===== src/stc_tick_defs.svh =====
// Behaviour
// - At zero the count reloads from the 24-bit wrap value and keeps counting.
// - Live count reads the 24-bit count in bits 23-0, upper bits zero.
// - Any write to the live count clears it to zero, data ignored.
// - That clearing write also clears the zero-reached flag.
// - Calibration bit 31 reads 0 with reference clock, 1 without.
// - Calibration bit 30 reads 0 when the calibration gives exactly 10 ms.
// - Calibration bits 23-0 read 0x9C4, the 10 ms wrap value, from reset.
// - Zero-reached flag reads 1 if zero reached since last read; reads clear it.
// - Enabling loads the count from the wrap value and starts; 0 stops it.
// - Source select 0 counts oscillator over 32, 1 counts the CPU clock.
// - With interrupt enable set, reaching zero pends a tick exception.
`ifndef STC_TICK_DEFS_SVH
`define STC_TICK_DEFS_SVH

// ============================================================
// Register byte offsets
`define STC_OFF_CTRL 8'h00
`define STC_OFF_WRAP 8'h04
`define STC_OFF_LIVE 8'h08
`define STC_OFF_CALIB 8'h0c

// ============================================================
// Control and status fields
`define STC_CTRL_ENABLE 0
`define STC_CTRL_IRQ_EN 1
`define STC_CTRL_SRC_SEL 2
`define STC_CTRL_ZERO_FLAG 16

// ============================================================
// Calibration fields and values
`define STC_CAL_REF_ABSENT 31
`define STC_CAL_INEXACT 30
`define STC_CAL_TEN_MILLI 24'h0009c4

// ============================================================
// Widths, reset values and timing counts
`define STC_CNT_W 24
`define STC_REF_DIV 32
`define STC_CNT_RESET 24'h000000
`define STC_WRAP_RESET 24'h000000

`endif


===== src/stc_tick_dummy_end.sv =====
`timescale 1ns/1ps
`default_nettype none
`default_nettype wire


===== src/stc_tick_pkg.sv =====
package stc_tick_pkg;

    // Register selected by the bus address
    typedef enum logic [2:0] {
        STC_SEL_CTRL = 3'b000,
        STC_SEL_WRAP = 3'b001,
        STC_SEL_LIVE = 3'b010,
        STC_SEL_CALIB = 3'b011,
        STC_SEL_NONE = 3'b100
    } stc_sel_t;

endpackage


===== src/stc_tick_if.sv =====
`timescale 1ns/1ps
`default_nettype none

interface stc_tick_if;
    logic tick;

    modport src (
        output tick
    );

    modport snk (
        input tick
    );
endinterface

`default_nettype wire


===== src/stc_ref_tick.sv =====
`timescale 1ns/1ps
`default_nettype none
`include "stc_tick_defs.svh"

// Turns the oscillator pin into one-cycle ticks at oscillator rate over the divisor
module stc_ref_tick #(
    parameter int DIV = `STC_REF_DIV
) (
    input wire logic CLK,
    input wire logic RST_B,
    input wire logic CE,
    input wire logic REF_CLK,
    stc_tick_if.src tick_o
);
    localparam int DW = $clog2(DIV);

    logic sync1_q;
    logic sync2_q;
    logic prev_q;
    logic [DW-1:0] div_q;
    logic tick_q;
    logic rise;

    // ============================================================
    // Two-stage synchroniser
    always_ff @(posedge CLK) begin
        if (!RST_B) begin
            sync1_q <= 1'b0;
            sync2_q <= 1'b0;
            prev_q <= 1'b0;
        end else if (CE) begin
            sync1_q <= REF_CLK;
            sync2_q <= sync1_q;
            prev_q <= sync2_q;
        end
    end

    assign rise = sync2_q & ~prev_q;

    // ============================================================
    // Divider
    always_ff @(posedge CLK) begin
        if (!RST_B) begin
            div_q <= '0;
            tick_q <= 1'b0;
        end else if (CE) begin
            tick_q <= 1'b0;
            if (rise) begin
                if (div_q == DW'(DIV - 1)) begin
                    div_q <= '0;
                    tick_q <= 1'b1;
                end else begin
                    div_q <= div_q + DW'(1);
                end
            end
        end
    end

    assign tick_o.tick = tick_q;
endmodule

`default_nettype wire


===== src/stc_tick_top.sv =====
`timescale 1ns/1ps
`default_nettype none
`include "stc_tick_defs.svh"

module stc_tick_top #(
    parameter int CNT_W = `STC_CNT_W,
    parameter logic REF_CLOCK_ABSENT = 1'b0,
    parameter logic CALIB_INEXACT = 1'b0
) (
    input wire logic CLK,
    input wire logic RST_B,
    input wire logic CE,
    input wire logic REF_CLK,
    input wire logic [7:0] AVS_ADDRESS,
    input wire logic AVS_READ,
    input wire logic AVS_WRITE,
    input wire logic [31:0] AVS_WRITEDATA,
    input wire logic [3:0] AVS_BYTEENABLE,
    output logic [31:0] AVS_READDATA,
    output logic AVS_WAITREQUEST,
    output logic TICK_PEND
);

    // ============================================================
    // Declarations
    stc_tick_if ref_if ();

    logic ack_q;
    logic ack_d;
    logic req;
    logic wr_fire;
    logic rd_fire;
    stc_tick_pkg::stc_sel_t sel;
    logic [31:0] rdata_q;
    logic [31:0] rdata_d;

    logic enable_q;
    logic irq_en_q;
    logic src_sel_q;
    logic zero_flag_q;
    logic [CNT_W-1:0] wrap_q;
    logic [CNT_W-1:0] count_q;
    logic [CNT_W-1:0] count_d;
    logic pend_q;

    logic tick;
    logic start;
    logic live_clear;
    logic hit_zero;
    logic [31:0] ctrl_word;
    logic [31:0] ctrl_new;
    logic [31:0] wrap_new;

    // ============================================================
    // Helpers
    function automatic stc_tick_pkg::stc_sel_t decode(input logic [7:0] addr);
        case (addr)
            `STC_OFF_CTRL: decode = stc_tick_pkg::STC_SEL_CTRL;
            `STC_OFF_WRAP: decode = stc_tick_pkg::STC_SEL_WRAP;
            `STC_OFF_LIVE: decode = stc_tick_pkg::STC_SEL_LIVE;
            `STC_OFF_CALIB: decode = stc_tick_pkg::STC_SEL_CALIB;
            default: decode = stc_tick_pkg::STC_SEL_NONE;
        endcase
    endfunction

    // Merge write data into an old word under the byte enables
    function automatic logic [31:0] merge(
        input logic [31:0] old,
        input logic [31:0] wdata,
        input logic [3:0] be
    );
        logic [31:0] res;
        res = old;
        for (int i = 0; i < 4; i++) begin
            if (be[i]) begin
                res[i*8 +: 8] = wdata[i*8 +: 8];
            end
        end
        merge = res;
    endfunction

    function automatic logic [31:0] widen(input logic [CNT_W-1:0] v);
        logic [31:0] w;
        w = '0;
        w[CNT_W-1:0] = v;
        widen = w;
    endfunction

    // ============================================================
    // Reference tick source
    stc_ref_tick #(
        .DIV(`STC_REF_DIV)
    ) u_ref (
        .CLK(CLK),
        .RST_B(RST_B),
        .CE(CE),
        .REF_CLK(REF_CLK),
        .tick_o(ref_if)
    );

    assign tick = src_sel_q ? 1'b1 : ref_if.tick;

    // ============================================================
    // Avalon slave: one wait state on every access
    assign req = AVS_READ | AVS_WRITE;
    assign ack_d = req & ~ack_q;
    assign AVS_WAITREQUEST = req & ~ack_q;
    assign sel = decode(AVS_ADDRESS);
    assign wr_fire = AVS_WRITE & ack_q & CE;
    // Read side effects happen when the data is captured
    assign rd_fire = AVS_READ & ~ack_q & CE;

    always_ff @(posedge CLK) begin
        if (!RST_B) begin
            ack_q <= 1'b0;
        end else if (CE) begin
            ack_q <= ack_d;
        end
    end

    assign ctrl_word = {15'h0000, zero_flag_q, 13'h0000, src_sel_q, irq_en_q, enable_q};

    always_comb begin
        rdata_d = 32'h00000000;
        case (sel)
            stc_tick_pkg::STC_SEL_CTRL: rdata_d = ctrl_word;
            stc_tick_pkg::STC_SEL_WRAP: rdata_d = widen(wrap_q);
            stc_tick_pkg::STC_SEL_LIVE: rdata_d = widen(count_q);
            stc_tick_pkg::STC_SEL_CALIB: begin
                rdata_d[`STC_CAL_REF_ABSENT] = REF_CLOCK_ABSENT;
                rdata_d[`STC_CAL_INEXACT] = CALIB_INEXACT;
                rdata_d[23:0] = `STC_CAL_TEN_MILLI;
            end
            default: rdata_d = 32'h00000000;
        endcase
    end

    always_ff @(posedge CLK) begin
        if (!RST_B) begin
            rdata_q <= 32'h00000000;
        end else if (rd_fire) begin
            rdata_q <= rdata_d;
        end
    end

    assign AVS_READDATA = rdata_q;

    // ============================================================
    // Control and wrap registers
    assign ctrl_new = merge(ctrl_word, AVS_WRITEDATA, AVS_BYTEENABLE);
    assign wrap_new = merge(widen(wrap_q), AVS_WRITEDATA, AVS_BYTEENABLE);
    assign start = wr_fire && sel == stc_tick_pkg::STC_SEL_CTRL
        && ctrl_new[`STC_CTRL_ENABLE] && !enable_q;
    assign live_clear = wr_fire && sel == stc_tick_pkg::STC_SEL_LIVE;

    always_ff @(posedge CLK) begin
        if (!RST_B) begin
            enable_q <= 1'b0;
            irq_en_q <= 1'b0;
            src_sel_q <= 1'b0;
        end else if (wr_fire && sel == stc_tick_pkg::STC_SEL_CTRL) begin
            enable_q <= ctrl_new[`STC_CTRL_ENABLE];
            irq_en_q <= ctrl_new[`STC_CTRL_IRQ_EN];
            src_sel_q <= ctrl_new[`STC_CTRL_SRC_SEL];
        end
    end

    // Software is expected to write calibration minus one for a periodic tick
    always_ff @(posedge CLK) begin
        if (!RST_B) begin
            wrap_q <= `STC_WRAP_RESET;
        end else if (wr_fire && sel == stc_tick_pkg::STC_SEL_WRAP) begin
            wrap_q <= wrap_new[CNT_W-1:0];
        end
    end

    // ============================================================
    // Down-counter
    assign hit_zero = enable_q && tick && !start && !live_clear && count_q == CNT_W'(1);

    always_comb begin
        count_d = count_q;
        if (live_clear) begin
            count_d = '0;
        end else if (start) begin
            count_d = wrap_q;
        end else if (enable_q && tick) begin
            if (count_q == '0) begin
                count_d = wrap_q;
            end else begin
                count_d = count_q - CNT_W'(1);
            end
        end
    end

    always_ff @(posedge CLK) begin
        if (!RST_B) begin
            count_q <= `STC_CNT_RESET;
        end else if (CE) begin
            count_q <= count_d;
        end
    end

    // ============================================================
    // Zero-reached flag and exception pend
    always_ff @(posedge CLK) begin
        if (!RST_B) begin
            zero_flag_q <= 1'b0;
        end else if (CE) begin
            if (hit_zero) begin
                zero_flag_q <= 1'b1;
            end else if (live_clear) begin
                zero_flag_q <= 1'b0;
            end else if (rd_fire && sel == stc_tick_pkg::STC_SEL_CTRL) begin
                zero_flag_q <= 1'b0;
            end
        end
    end

    always_ff @(posedge CLK) begin
        if (!RST_B) begin
            pend_q <= 1'b0;
        end else if (CE) begin
            pend_q <= hit_zero & irq_en_q;
        end
    end

    assign TICK_PEND = pend_q;
endmodule

`default_nettype wire


===== config.mk =====
export PLATFORM = sky130hd
export DESIGN_NAME = stc_tick_top
export DESIGN_NICKNAME = d
export VERILOG_FILES = /design/src/stc_tick_dummy_end.sv /design/src/stc_tick_pkg.sv /design/src/stc_tick_if.sv /design/src/stc_ref_tick.sv /design/src/stc_tick_top.sv
export VERILOG_INCLUDE_DIRS = /design/src
export SDC_FILE = /design/constraint.sdc
export NUM_CORES = 1
export LEC_CHECK = 0
export BUFFER_PORTS_ARGS = -buffer_cell sky130_fd_sc_hd__buf_2
export CORE_ASPECT_RATIO = 2
export CORE_UTILIZATION = 39
export DETAILED_ROUTE_END_ITERATION = 16
export HOLD_SLACK_MARGIN = 0.03
export SYNTH_ARGS = -nofsm -noshare
export SYNTH_HDL_FRONTEND = slang
export SYNTH_SLANG_ARGS = --single-unit
export TNS_END_PERCENT = 5

===== constraint.sdc =====
create_clock -name CLK -period 2.3 [get_ports CLK]
set_clock_uncertainty 0.15 [all_clocks]
set_input_delay 0 -clock CLK [delete_from_list [all_inputs] [get_ports CLK]]
set_output_delay 0 -clock CLK [all_outputs]
set_load 0.005 [all_outputs]

# Yosys cells after proc, flatten, opt, wreduce, memory -nomap -nowiden

Cells that the tools add are included.

Register bits: 87
Input port bits: 50
Word-level logic and storage cells: 75

Add/subtract/negate cells: 2
Equal/unequal tests: 8
Multiplexer cells: 14
Bitwise logic cells: 10
Reductions and logical operators: 25

Operators with widths:

| operator                                                               | count |
|---|---|
| 24-bit two-way mux                                                     | 4 |
| 24-bit one-hot mux with 4 select lines                                 | 1 |
| 24-bit by 1-bit equality test with 1-bit output, second input constant | 1 |
| 24-bit zero test                                                       | 1 |
| 24-bit by 1-bit subtractor with 24-bit output, second input constant   | 1 |
| 8-bit by 4-bit equality test with 1-bit output, second input constant  | 2 |
| 2-bit AND reduction                                                    | 7 |
| 3-bit one-hot mux with 4 select lines                                  | 1 |
| 1-bit logical AND                                                      | 10 |
| 8-bit by 3-bit equality test with 1-bit output, second input constant  | 1 |
| 8-bit zero test                                                        | 1 |
| 1-bit bitwise AND                                                      | 7 |
| 1-bit two-way mux                                                      | 7 |
| 3-bit by 2-bit equality test with 1-bit output, second input constant  | 2 |
| 3-bit nonzero test                                                     | 2 |
| 5-bit by 1-bit adder with 5-bit output, second input constant          | 1 |
| 5-bit equality test, second input constant                             | 1 |
| 5-bit two-way mux                                                      | 1 |
| 3-bit by 1-bit equality test with 1-bit output, second input constant  | 1 |
| 1-bit zero test                                                        | 3 |
| 3-bit zero test                                                        | 1 |
| 1-bit NOT                                                              | 2 |
| 1-bit bitwise OR                                                       | 1 |

# Depth between registers and ports, before layout

Gate-level depths: netlist of the first run.

Word-level depth: 12
Mapped depth: 9
Depth with buffers taken out: 8

# Modules after synthesis

Synthesis of the first run repeated with hierarchy kept, for this count alone.

Cells, all modules: 538
Area, all modules: 4614.4 µm²

Modules (own cells, without submodules):

| module       | times used | cells each | area each (µm²) | seq. area each (µm²) |
|---|---|---|---|---|
| stc_tick_top | 1          | 498        | 4194.0          | 1561.5 |
| stc_ref_tick | 1          | 40         | 420.4           | 180.2 |

# Least setup slack after synthesis of the first run

Ideal clock, no wire load.

Path kind: register -> register
Start: register count_q[16]
End: register count_q[22]
Arrival: 2200 ps
Data required time: 2028 ps
Path slack: -172 ps
Stages on the path, launching flop included: 8
Path buffers: 1
Clock period less this slack: 2472 ps
Cell sequence: dfxtp_1 or3_4 or4_4 o31ai_4 or2_1 buf_4 nor2_1 a221o_2

Cells in the longest elaborated chain, start to end: 5
Elaborated cells between the ends (all ways): 6
Classes of those cells: add/sub (1); mux (4); reduce/logical (1)

RTL lines:

| what                                                                                     | line                                     | source |
|---|---|---|
| start, declared                                                                          | stc_tick_top.sv:42                       | `logic [CNT_W-1:0] count_q;` |
| start signal, assigned                                                                   | stc_tick_top.sv:198                      | `` count_q <= `STC_CNT_RESET; `` |
| start signal, assigned                                                                   | stc_tick_top.sv:200                      | `count_q <= count_d;` |
| 24-bit by 1-bit subtractor with 24-bit output / 24-bit zero test (equally long branches) | stc_tick_top.sv:191, stc_tick_top.sv:188 |  |
| 24-bit two-way mux (*)                                                                   | stc_tick_top.sv:188                      | `if (count_q == '0) begin` |
| 24-bit two-way mux (*)                                                                   | stc_tick_top.sv:187                      | `end else if (enable_q && tick) begin` |
| 24-bit two-way mux (*)                                                                   | stc_tick_top.sv:185                      | `end else if (start) begin` |
| 24-bit two-way mux (*)                                                                   | stc_tick_top.sv:183                      | `if (live_clear) begin` |

Mark *: on every way between the ends. The rest lies on a longest branch, timed or not. The select of a mux whose other input is x is not followed.
A chain may end at the register's enable or synchronous reset.

# Worst setup path in the final report of the first run

Start: register count_q[18]
End: register count_q[11]

Cells in the longest elaborated chain, start to end: 5

RTL lines:

| what               | line |
|---|---|
| 24-bit zero test   | stc_tick_top.sv:188 |
| 24-bit two-way mux | stc_tick_top.sv:188 |
| 24-bit two-way mux | stc_tick_top.sv:187 |
| 24-bit two-way mux | stc_tick_top.sv:185 |
| 24-bit two-way mux | stc_tick_top.sv:183 |

No other way between the ends. The select of a mux whose other input is x is not followed.

==> summary.md, run 1 <==
| Metric | Value |
|---|---|
| Status | `finished with violations` |
| Failing checks | `negative setup slack` |
| Setup violations, final | `23` |
| Num rows | `between 50 and 60` |
| Slew Limit Fails | `0` |
| Synth-to-Final Area Change | `36.43%` |
| HPWL after DPL | `between 9 and 10 mm` |
| Final ANT Viol Nets | `0` |
| Sequential share of the synthesized area | `roughly two fifths` |
| Fin nets | `between 700 and 800` |
| Worst-path clk slew | `about 0.060 ns` |
| Period minus WS final | `~2.4 ns` |
| Ports | `between 80 and 90` |
| Setup TNS | `-0.8706 ns` |
| Post-synth EDFFs | `0` |
| Static Leak | `about 2.6 nW` |
| IO Port Bufs | `66` |
| Worst slew margin relative to its limit | `between 50% and 60%` |
| Unique cell type count in the Yosys netlist | `56` |
| Die area | `between 10000 and 15000 um^2` |
| Worst setup SP type | `register` |
| Yosys warns | `0` |
| Fraction of layout cells with a size suffix above 1 | `between 20% and 30%` |
| Core area | `about 11000 um^2` |
| Final hold vios | `0` |
| Cells on worst reg2reg path | `7` |
| Post-synthesis register bit count | `87` |
| Post-place setup slack | `-0.1637 ns` |
| Commonest non-fill, non-tap cell in the layout | `dfxtp_1` |
| R2r setup slk | `-0.06 ns` |
| Max Root-Sink Buffers | `2` |
| Global Route Usage Sum | `between 20% and 30%` |
| Final core occ | `54.88%` |
| Final WL | `12.78 mm` |
| Worst path required time | `between 2 and 2.5 ns` |
| Initial antenna violation count | `0` |
| Worst reg2reg startpoint | `count_q[18]` |
| Worst Path Arrival | `roughly 2.5 ns` |
| Routed length per instance | `15.97 um` |
| Synthesized instance count | `512` |
| Root Buffer | `clkbuf_16` |
| Starting Density | `40.23%` |
| Tcrit/Tclk final | `102.8%` |
| CTS Buf Count | `9` |
| Ys flop type | `dfxtp_1` |
| Reg-to-Reg End | `count_q[11]` |
| Critical Path Sink Type | `register` |
| # clock sinks | `between 80 and 90` |
| Pin count of the biggest net entering global routing | `47` |
| CP Launch Point | `count_q[18]` |
| Die height | `approximately 150 um` |
| Fmax | `423.0 MHz` |
| Drt first pass iters | `5` |
| Slew @ Worst Pin | `around 0.72 ns` |
| Crit Path Class | `register to register` |
| Routability cong. | `~0.94` |
| IR drop worst, VDD | `384.6 uV` |
| Die W | `about 77 um` |
| Routed via count | `4288` |
| Pwr dens | `556.2 nW/um^2` |
| Gr ovfl total | `0` |
| ANT cells | `0` |
| H-tree Lvls | `3` |
| CTS tree | `built` |
| Total power | `~0.0033 W` |
| Via/cell ratio | `5.360` |
| Setup WS post-layout | `-0.06421 ns` |
| Final Cell Area | `6007 um^2` |
| Worst-skew pair later-pin latency | `0.34 ns` |
| DRC errors left | `0` |
| Worst hold path type | `primary input to register` |
| Worst setup path endpoint | `count_q[11]` |
| Most frequent cells in the layout | `dfxtp_1 (85), buf_2 (66), buf_4 (57)` |
| # fillers | `1061` |
| Area after DPL | `between 5000 and 6000 um^2` |
| Vias in the first global route | `4194` |
| Post-synth ARST share | `0%` |
| Global-route wire length before repair | `approximately 20 mm` |
| Syn avg cell area | `roughly 8.6 um^2` |
| Unrepaired setup endpoints after global routing | `true` |
| DRT iter0 DRCs | `about 330` |
| Synthesized cell area | `4403 um^2` |
| Max_cap viols | `0` |
| Crit Path Max Fanout | `11` |
## kinds of logic (layout without fill, tap and decap cells)
logic type                 count (synthesis)  in the layout  synth area share, %
buffers and inverters                     44            185                4.774
xor gates and xnor gates                   5              5               0.9946
and+or+nand+nor                          213            213                26.51
adders and majority gates                  5              5                1.421
muxes                                     37             37                8.440
AOI/OAI and AO/OA                        120            120                18.22
other                                      1              8              0.08517
DFF                                       87             87                39.56
## worst max-delay path, stage by stage (launching register included)
cell	delay (ns)
dfxtp_2	0.32
or3_4	0.38
or4_4	0.47
or4_4	0.46
a21oi_4	0.19
buf_12	0.16
nand2_1	0.06
o311ai_1	0.08
## metal layers
layer / up-vias / global-route usage [%] / routed length, um
met5: - / 0 / 0
met4: 0 / 9.793 / 359
met3: 23 / 3.832 / 538
met2: 121 / 43.19 / 7195
met1: 2025 / 22.64 / 4685
li1: 2119 / - / -
## what timing repair did
item,in CTS,in global routing
hold buffers,39,0
gates resized for setup,5,15
pin swaps,2,6
endpoints found under the setup margin,24,25
endpoints found under the hold margin,42,0
buffers inserted,4,0
## final cells by class
| cell class | count | area, um^2 | share of cell area (%) |
|---|---|---|---|
| clock buffer | 9 | 225.2 | 3.749 |
| clock inverter | 4 | 97.59 | 1.625 |
| inverter | 4 | 15.01 | 0.2499 |
| timing repair buffer | 168 | 1242 | 20.68 |
| sequential | 87 | 1744 | 29.04 |
| tap | 140 | 175.2 | 2.916 |
| multi-input combinational | 388 | 2507 | 41.74 |
## how the worst min path moves through the flow
stage                            from              end  slack, ns  cells after the start
floorplan                    AVS_READ  AVS_WAITREQUEST      -0.02                      2
global placement    AVS_WRITEDATA[11]       wrap_q[11]        0.1                      3
detailed placement  AVS_WRITEDATA[13]       wrap_q[13]       0.11                      3
CTS                    AVS_ADDRESS[3]      zero_flag_q       0.05                      4
global route           AVS_ADDRESS[2]      zero_flag_q       0.11                      4
finish                 AVS_ADDRESS[3]      zero_flag_q       0.05                      4
## flip-flops by register name, summed over array words and instances, names as in the netlist, 5 cells and up
name / cells
AVS_READDATA: 24
count_q: 24
wrap_q: 24
u_ref.div_q: 5
## metrics by stage
step	std cells	hold WS (ns)
CTS	800	0.04728
global placement	744	0.09965
global route	800	0.1091
detailed placement	744	0.1119
floorplan	519	-0.02491
finish	800	0.04875
## report_power, final
group	leakage, nW	switching (W)	total (W)	internal [W]
clock network	0.153	0.000581	0.00162	0.00104
registers	0.702	0.00000331	0.00151	0.00151
logic	1.78	0.0000955	0.000204	0.000109
## synthesized netlist by cell type (all sizes together) (4+ instances only)
master | n | share of area (%)
o21ai | 40 | 4.5
xnor2 | 4 | 0.80
nand4 | 6 | 0.85
nand3 | 16 | 1.8
a221o | 5 | 1.3
nor3 | 28 | 3.2
nor2 | 27 | 2.3
or4 | 4 | 0.88
a21oi | 18 | 2.3
and2 | 22 | 3.1
nand2 | 39 | 3.3
o21a | 4 | 0.68
dfxtp | 87 | 40
mux2i | 36 | 8.2
ha | 5 | 1.4
inv | 4 | 0.34
clkbuf | 24 | 2.0
buf | 16 | 2.4
nor4 | 10 | 1.7
a21boi | 9 | 1.5
o31ai | 5 | 1.2
nor2b | 41 | 5.8
a22oi | 26 | 4.4
(Power assumes the default switching activity.)
==> run 2: changes to the inputs <==
CAP_MARGIN = 20   (was unset)
CTS_BUF_LIST = sky130_fd_sc_hd__clkbuf_8   (was unset)
SKIP_CTS_REPAIR_TIMING = 1   (was unset)
==> summary.md, run 2 (synthesis results as in run 1) <==
| Metric | Value |
|---|---|
| Slew Limit Fails | `0 (unchanged)` |
| Worst hold path depth | `4 (unchanged)` |
| Multi-input gate area | `2501 um^2 (was 2507 um^2)` |
| Hold Worst Slack | `0.01749 ns (was 0.04875 ns)` |
| Core area | `10950 um^2 (unchanged)` |
| Critical Path Sink Type | `register (unchanged)` |
| Worst setup SP type | `register (unchanged)` |
| Setup WS post-layout | `-0.1142 ns (was -0.06421 ns)` |
| Die height | `152.3 um (unchanged)` |
| Internal power | `0.002315 W (was 0.002662 W)` |
| Worst slew margin relative to its limit | `49.75% (was 51.66%)` |
| HPWL after DPL | `9.296 mm (unchanged)` |
| Worst hold path type | `primary input to register (unchanged)` |
| Failing checks | `negative setup slack (unchanged)` |
| Slew @ Worst Pin | `0.7510 ns (was 0.7225 ns)` |
| Combinational fraction of design power | `6.6% (was 6.1%)` |
| Worst Path Arrival | `2.58 ns (was 2.46 ns)` |
| Fin nets | `707 (was 713)` |
| Final WL | `12.62 mm (was 12.78 mm)` |
| Vias in the first global route | `4013 (was 4194)` |
| Most frequent cells in the layout | `dfxtp_1 (85), buf_2 (66), buf_4 (57) (unchanged)` |
| Initial antenna violation count | `0 (unchanged)` |
| Pin count of the biggest net entering global routing | `47 (unchanged)` |
| Routability cong. | `0.9392 (unchanged)` |
| Num rows | `54 (unchanged)` |
| Final core occ | `53.33% (was 54.88%)` |
| Via/cell ratio | `5.320 (was 5.360)` |
| Final ANT Viol Nets | `0 (unchanged)` |
| Crit Path Max Fanout | `6 (was 11)` |
| Die W | `77.13 um (unchanged)` |
| Cells on worst reg2reg path | `7 (unchanged)` |
| Switching pwr | `0.0006383 W (was 0.0006795 W)` |
| ANT cells | `0 (unchanged)` |
| Worst-skew pair later-pin latency | `0.37 ns (was 0.34 ns)` |
| Max Root-Sink Buffers | `2 (unchanged)` |
| Total power | `0.002953 W (was 0.003341 W)` |
| Crit-path max cell delay | `0.47 ns (about the same)` |
| CP Cell Sequence | `or3_4 -> or4_4 -> or4_4 -> a21oi_4 -> buf_4 -> a22oi_1 -> nand2_1 (was or3_4 -> or4_4 -> or4_4 -> a21oi_4 -> buf_12 -> nand2_1 -> o311ai_1)` |
| Unrepaired setup endpoints after global routing | `true (unchanged)` |
| CTS Buf Count | `9 (unchanged)` |
| Sw frac | `21.61% (was 20.34%)` |
| Pwr dens | `506.0 nW/um^2 (was 556.2 nW/um^2)` |
| CP max stage cell | `or4_4 (unchanged)` |
| Drt first pass iters | `4 (was 5)` |
| Synth-to-Final Area Change | `32.57% (was 36.43%)` |
| Sequential cell area | `1744 um^2 (unchanged)` |
| DRC errors left | `0 (unchanged)` |
| Clock share of power | `42.2% (was 48.6%)` |
| Status | `finished with violations (unchanged)` |
| Tcrit/Tclk final | `105.0% (was 102.8%)` |
| Ports | `84 (unchanged)` |
| Max_cap viols | `0 (unchanged)` |
| Root Buffer | `clkbuf_8 (was clkbuf_16)` |
| Static Leak | `2.544 nW (was 2.632 nW)` |
| Crit Path Class | `register to register (unchanged)` |
| Part of the power in registers | `51.2% (was 45.3%)` |
| Worst-path clk slew | `0.09 ns (was 0.06 ns)` |
| # fillers | `1080 (was 1061)` |
| Worst path required time | `2.47 ns (was 2.39 ns)` |
| Global Route Usage Sum | `21.72% (was 22.38%)` |
| H-tree Lvls | `3 (unchanged)` |
| Commonest non-fill, non-tap cell in the layout | `dfxtp_1 (unchanged)` |
| CP most frequent cell | `or4_4 (unchanged)` |
| Period minus WS final | `2.414 ns (was 2.364 ns)` |
| Fraction of layout cells with a size suffix above 1 | `25.38% (was 25.61%)` |
| # clock sinks | `87 (unchanged)` |
| Gr ovfl total | `0 (unchanged)` |
| IO Port Bufs | `66 (unchanged)` |
| Routed length per instance | `15.89 um (was 15.97 um)` |
| Setup violations, final | `24 (was 23)` |
| DRT iter0 DRCs | `215 (was 325)` |
| CTS tree | `built (unchanged)` |
| Routed via count | `4224 (was 4288)` |
| Final hold vios | `0 (unchanged)` |
| Fmax | `414.2 MHz (was 423.0 MHz)` |
| Die area | `11740 um^2 (unchanged)` |
| Global-route wire length before repair | `19.93 mm (was 20.46 mm)` |
| Starting Density | `40.23% (unchanged)` |
| IR drop worst, VDD | `253.5 uV (was 384.6 uV)` |
run 2: changes by cell type in the layout (fill, tap and decap cells not counted), moves of 2 or more:
cell	delta
dlygate4sd3_1	-4
buf_6	-2
clkbuf_16	-9
clkbuf_8	+9
run 2: worst max-delay path, delay by kind of cell, from the launching register on:
family          cells  cell delay [ns]
compound gates      2             0.29
buf+inv             1             0.18
flops               1             0.33
simple gates        4             1.41
run 2: path summary, 6_finish.rpt:
kind | start | end | slack [ns]
worst min-delay path | AVS_ADDRESS[3] | zero_flag_q | 0.02
worst max-delay path | count_q[18] | count_q[16] | -0.11
worst min register to register | zero_flag_q | zero_flag_q | 0.33
worst max register to register | count_q[18] | count_q[16] | -0.11
run 2: stage by stage:
stage / instances / setup slack (ns) / area, um^2 / TNS [ns]
floorplan: 519 / -0.1206 / 4437 / -1.243
global placement: 744 / -0.1275 / 5224 / -1.682
detailed placement: 744 / -0.1637 / 5224 / -2.428
CTS: 757 / -0.1889 / 5445 / -2.976
global route: 794 / -0.1773 / 5837 / -3.383
finish: 794 / -0.1142 / 5837 / -1.590
run 2: cell type report:
cell class	count	share of cell area (%)
Clock buffer	9	2.122
Timing Repair Buffer	162	20.21
Sequential cell	87	29.88
Inverter	4	0.2572
Multi-Input combinational cell	388	42.85
Clock inverter	4	1.672
Tap cell	140	3.001
run 2: per-layer routing:
layer / part of all wire, % / track usage (%) / vias up
li1: - / - / 2101
met1: 37 / 22.65 / 1977
met2: 56 / 41.34 / 125
met3: 4.2 / 3.473 / 21
met4: 2.7 / 9.524 / 0
met5: 0 / 0 / -
run 2: power by group through the flow:
stage	clock, W	combinational [W]	sequential, W
floorplan	0	0.0000897	0.00155
global placement	0	0.000157	0.00155
detailed placement	0	0.000158	0.00155
CTS	0.00128	0.000159	0.00151
global route	0.00134	0.000214	0.00151
finish	0.00125	0.000196	0.00151
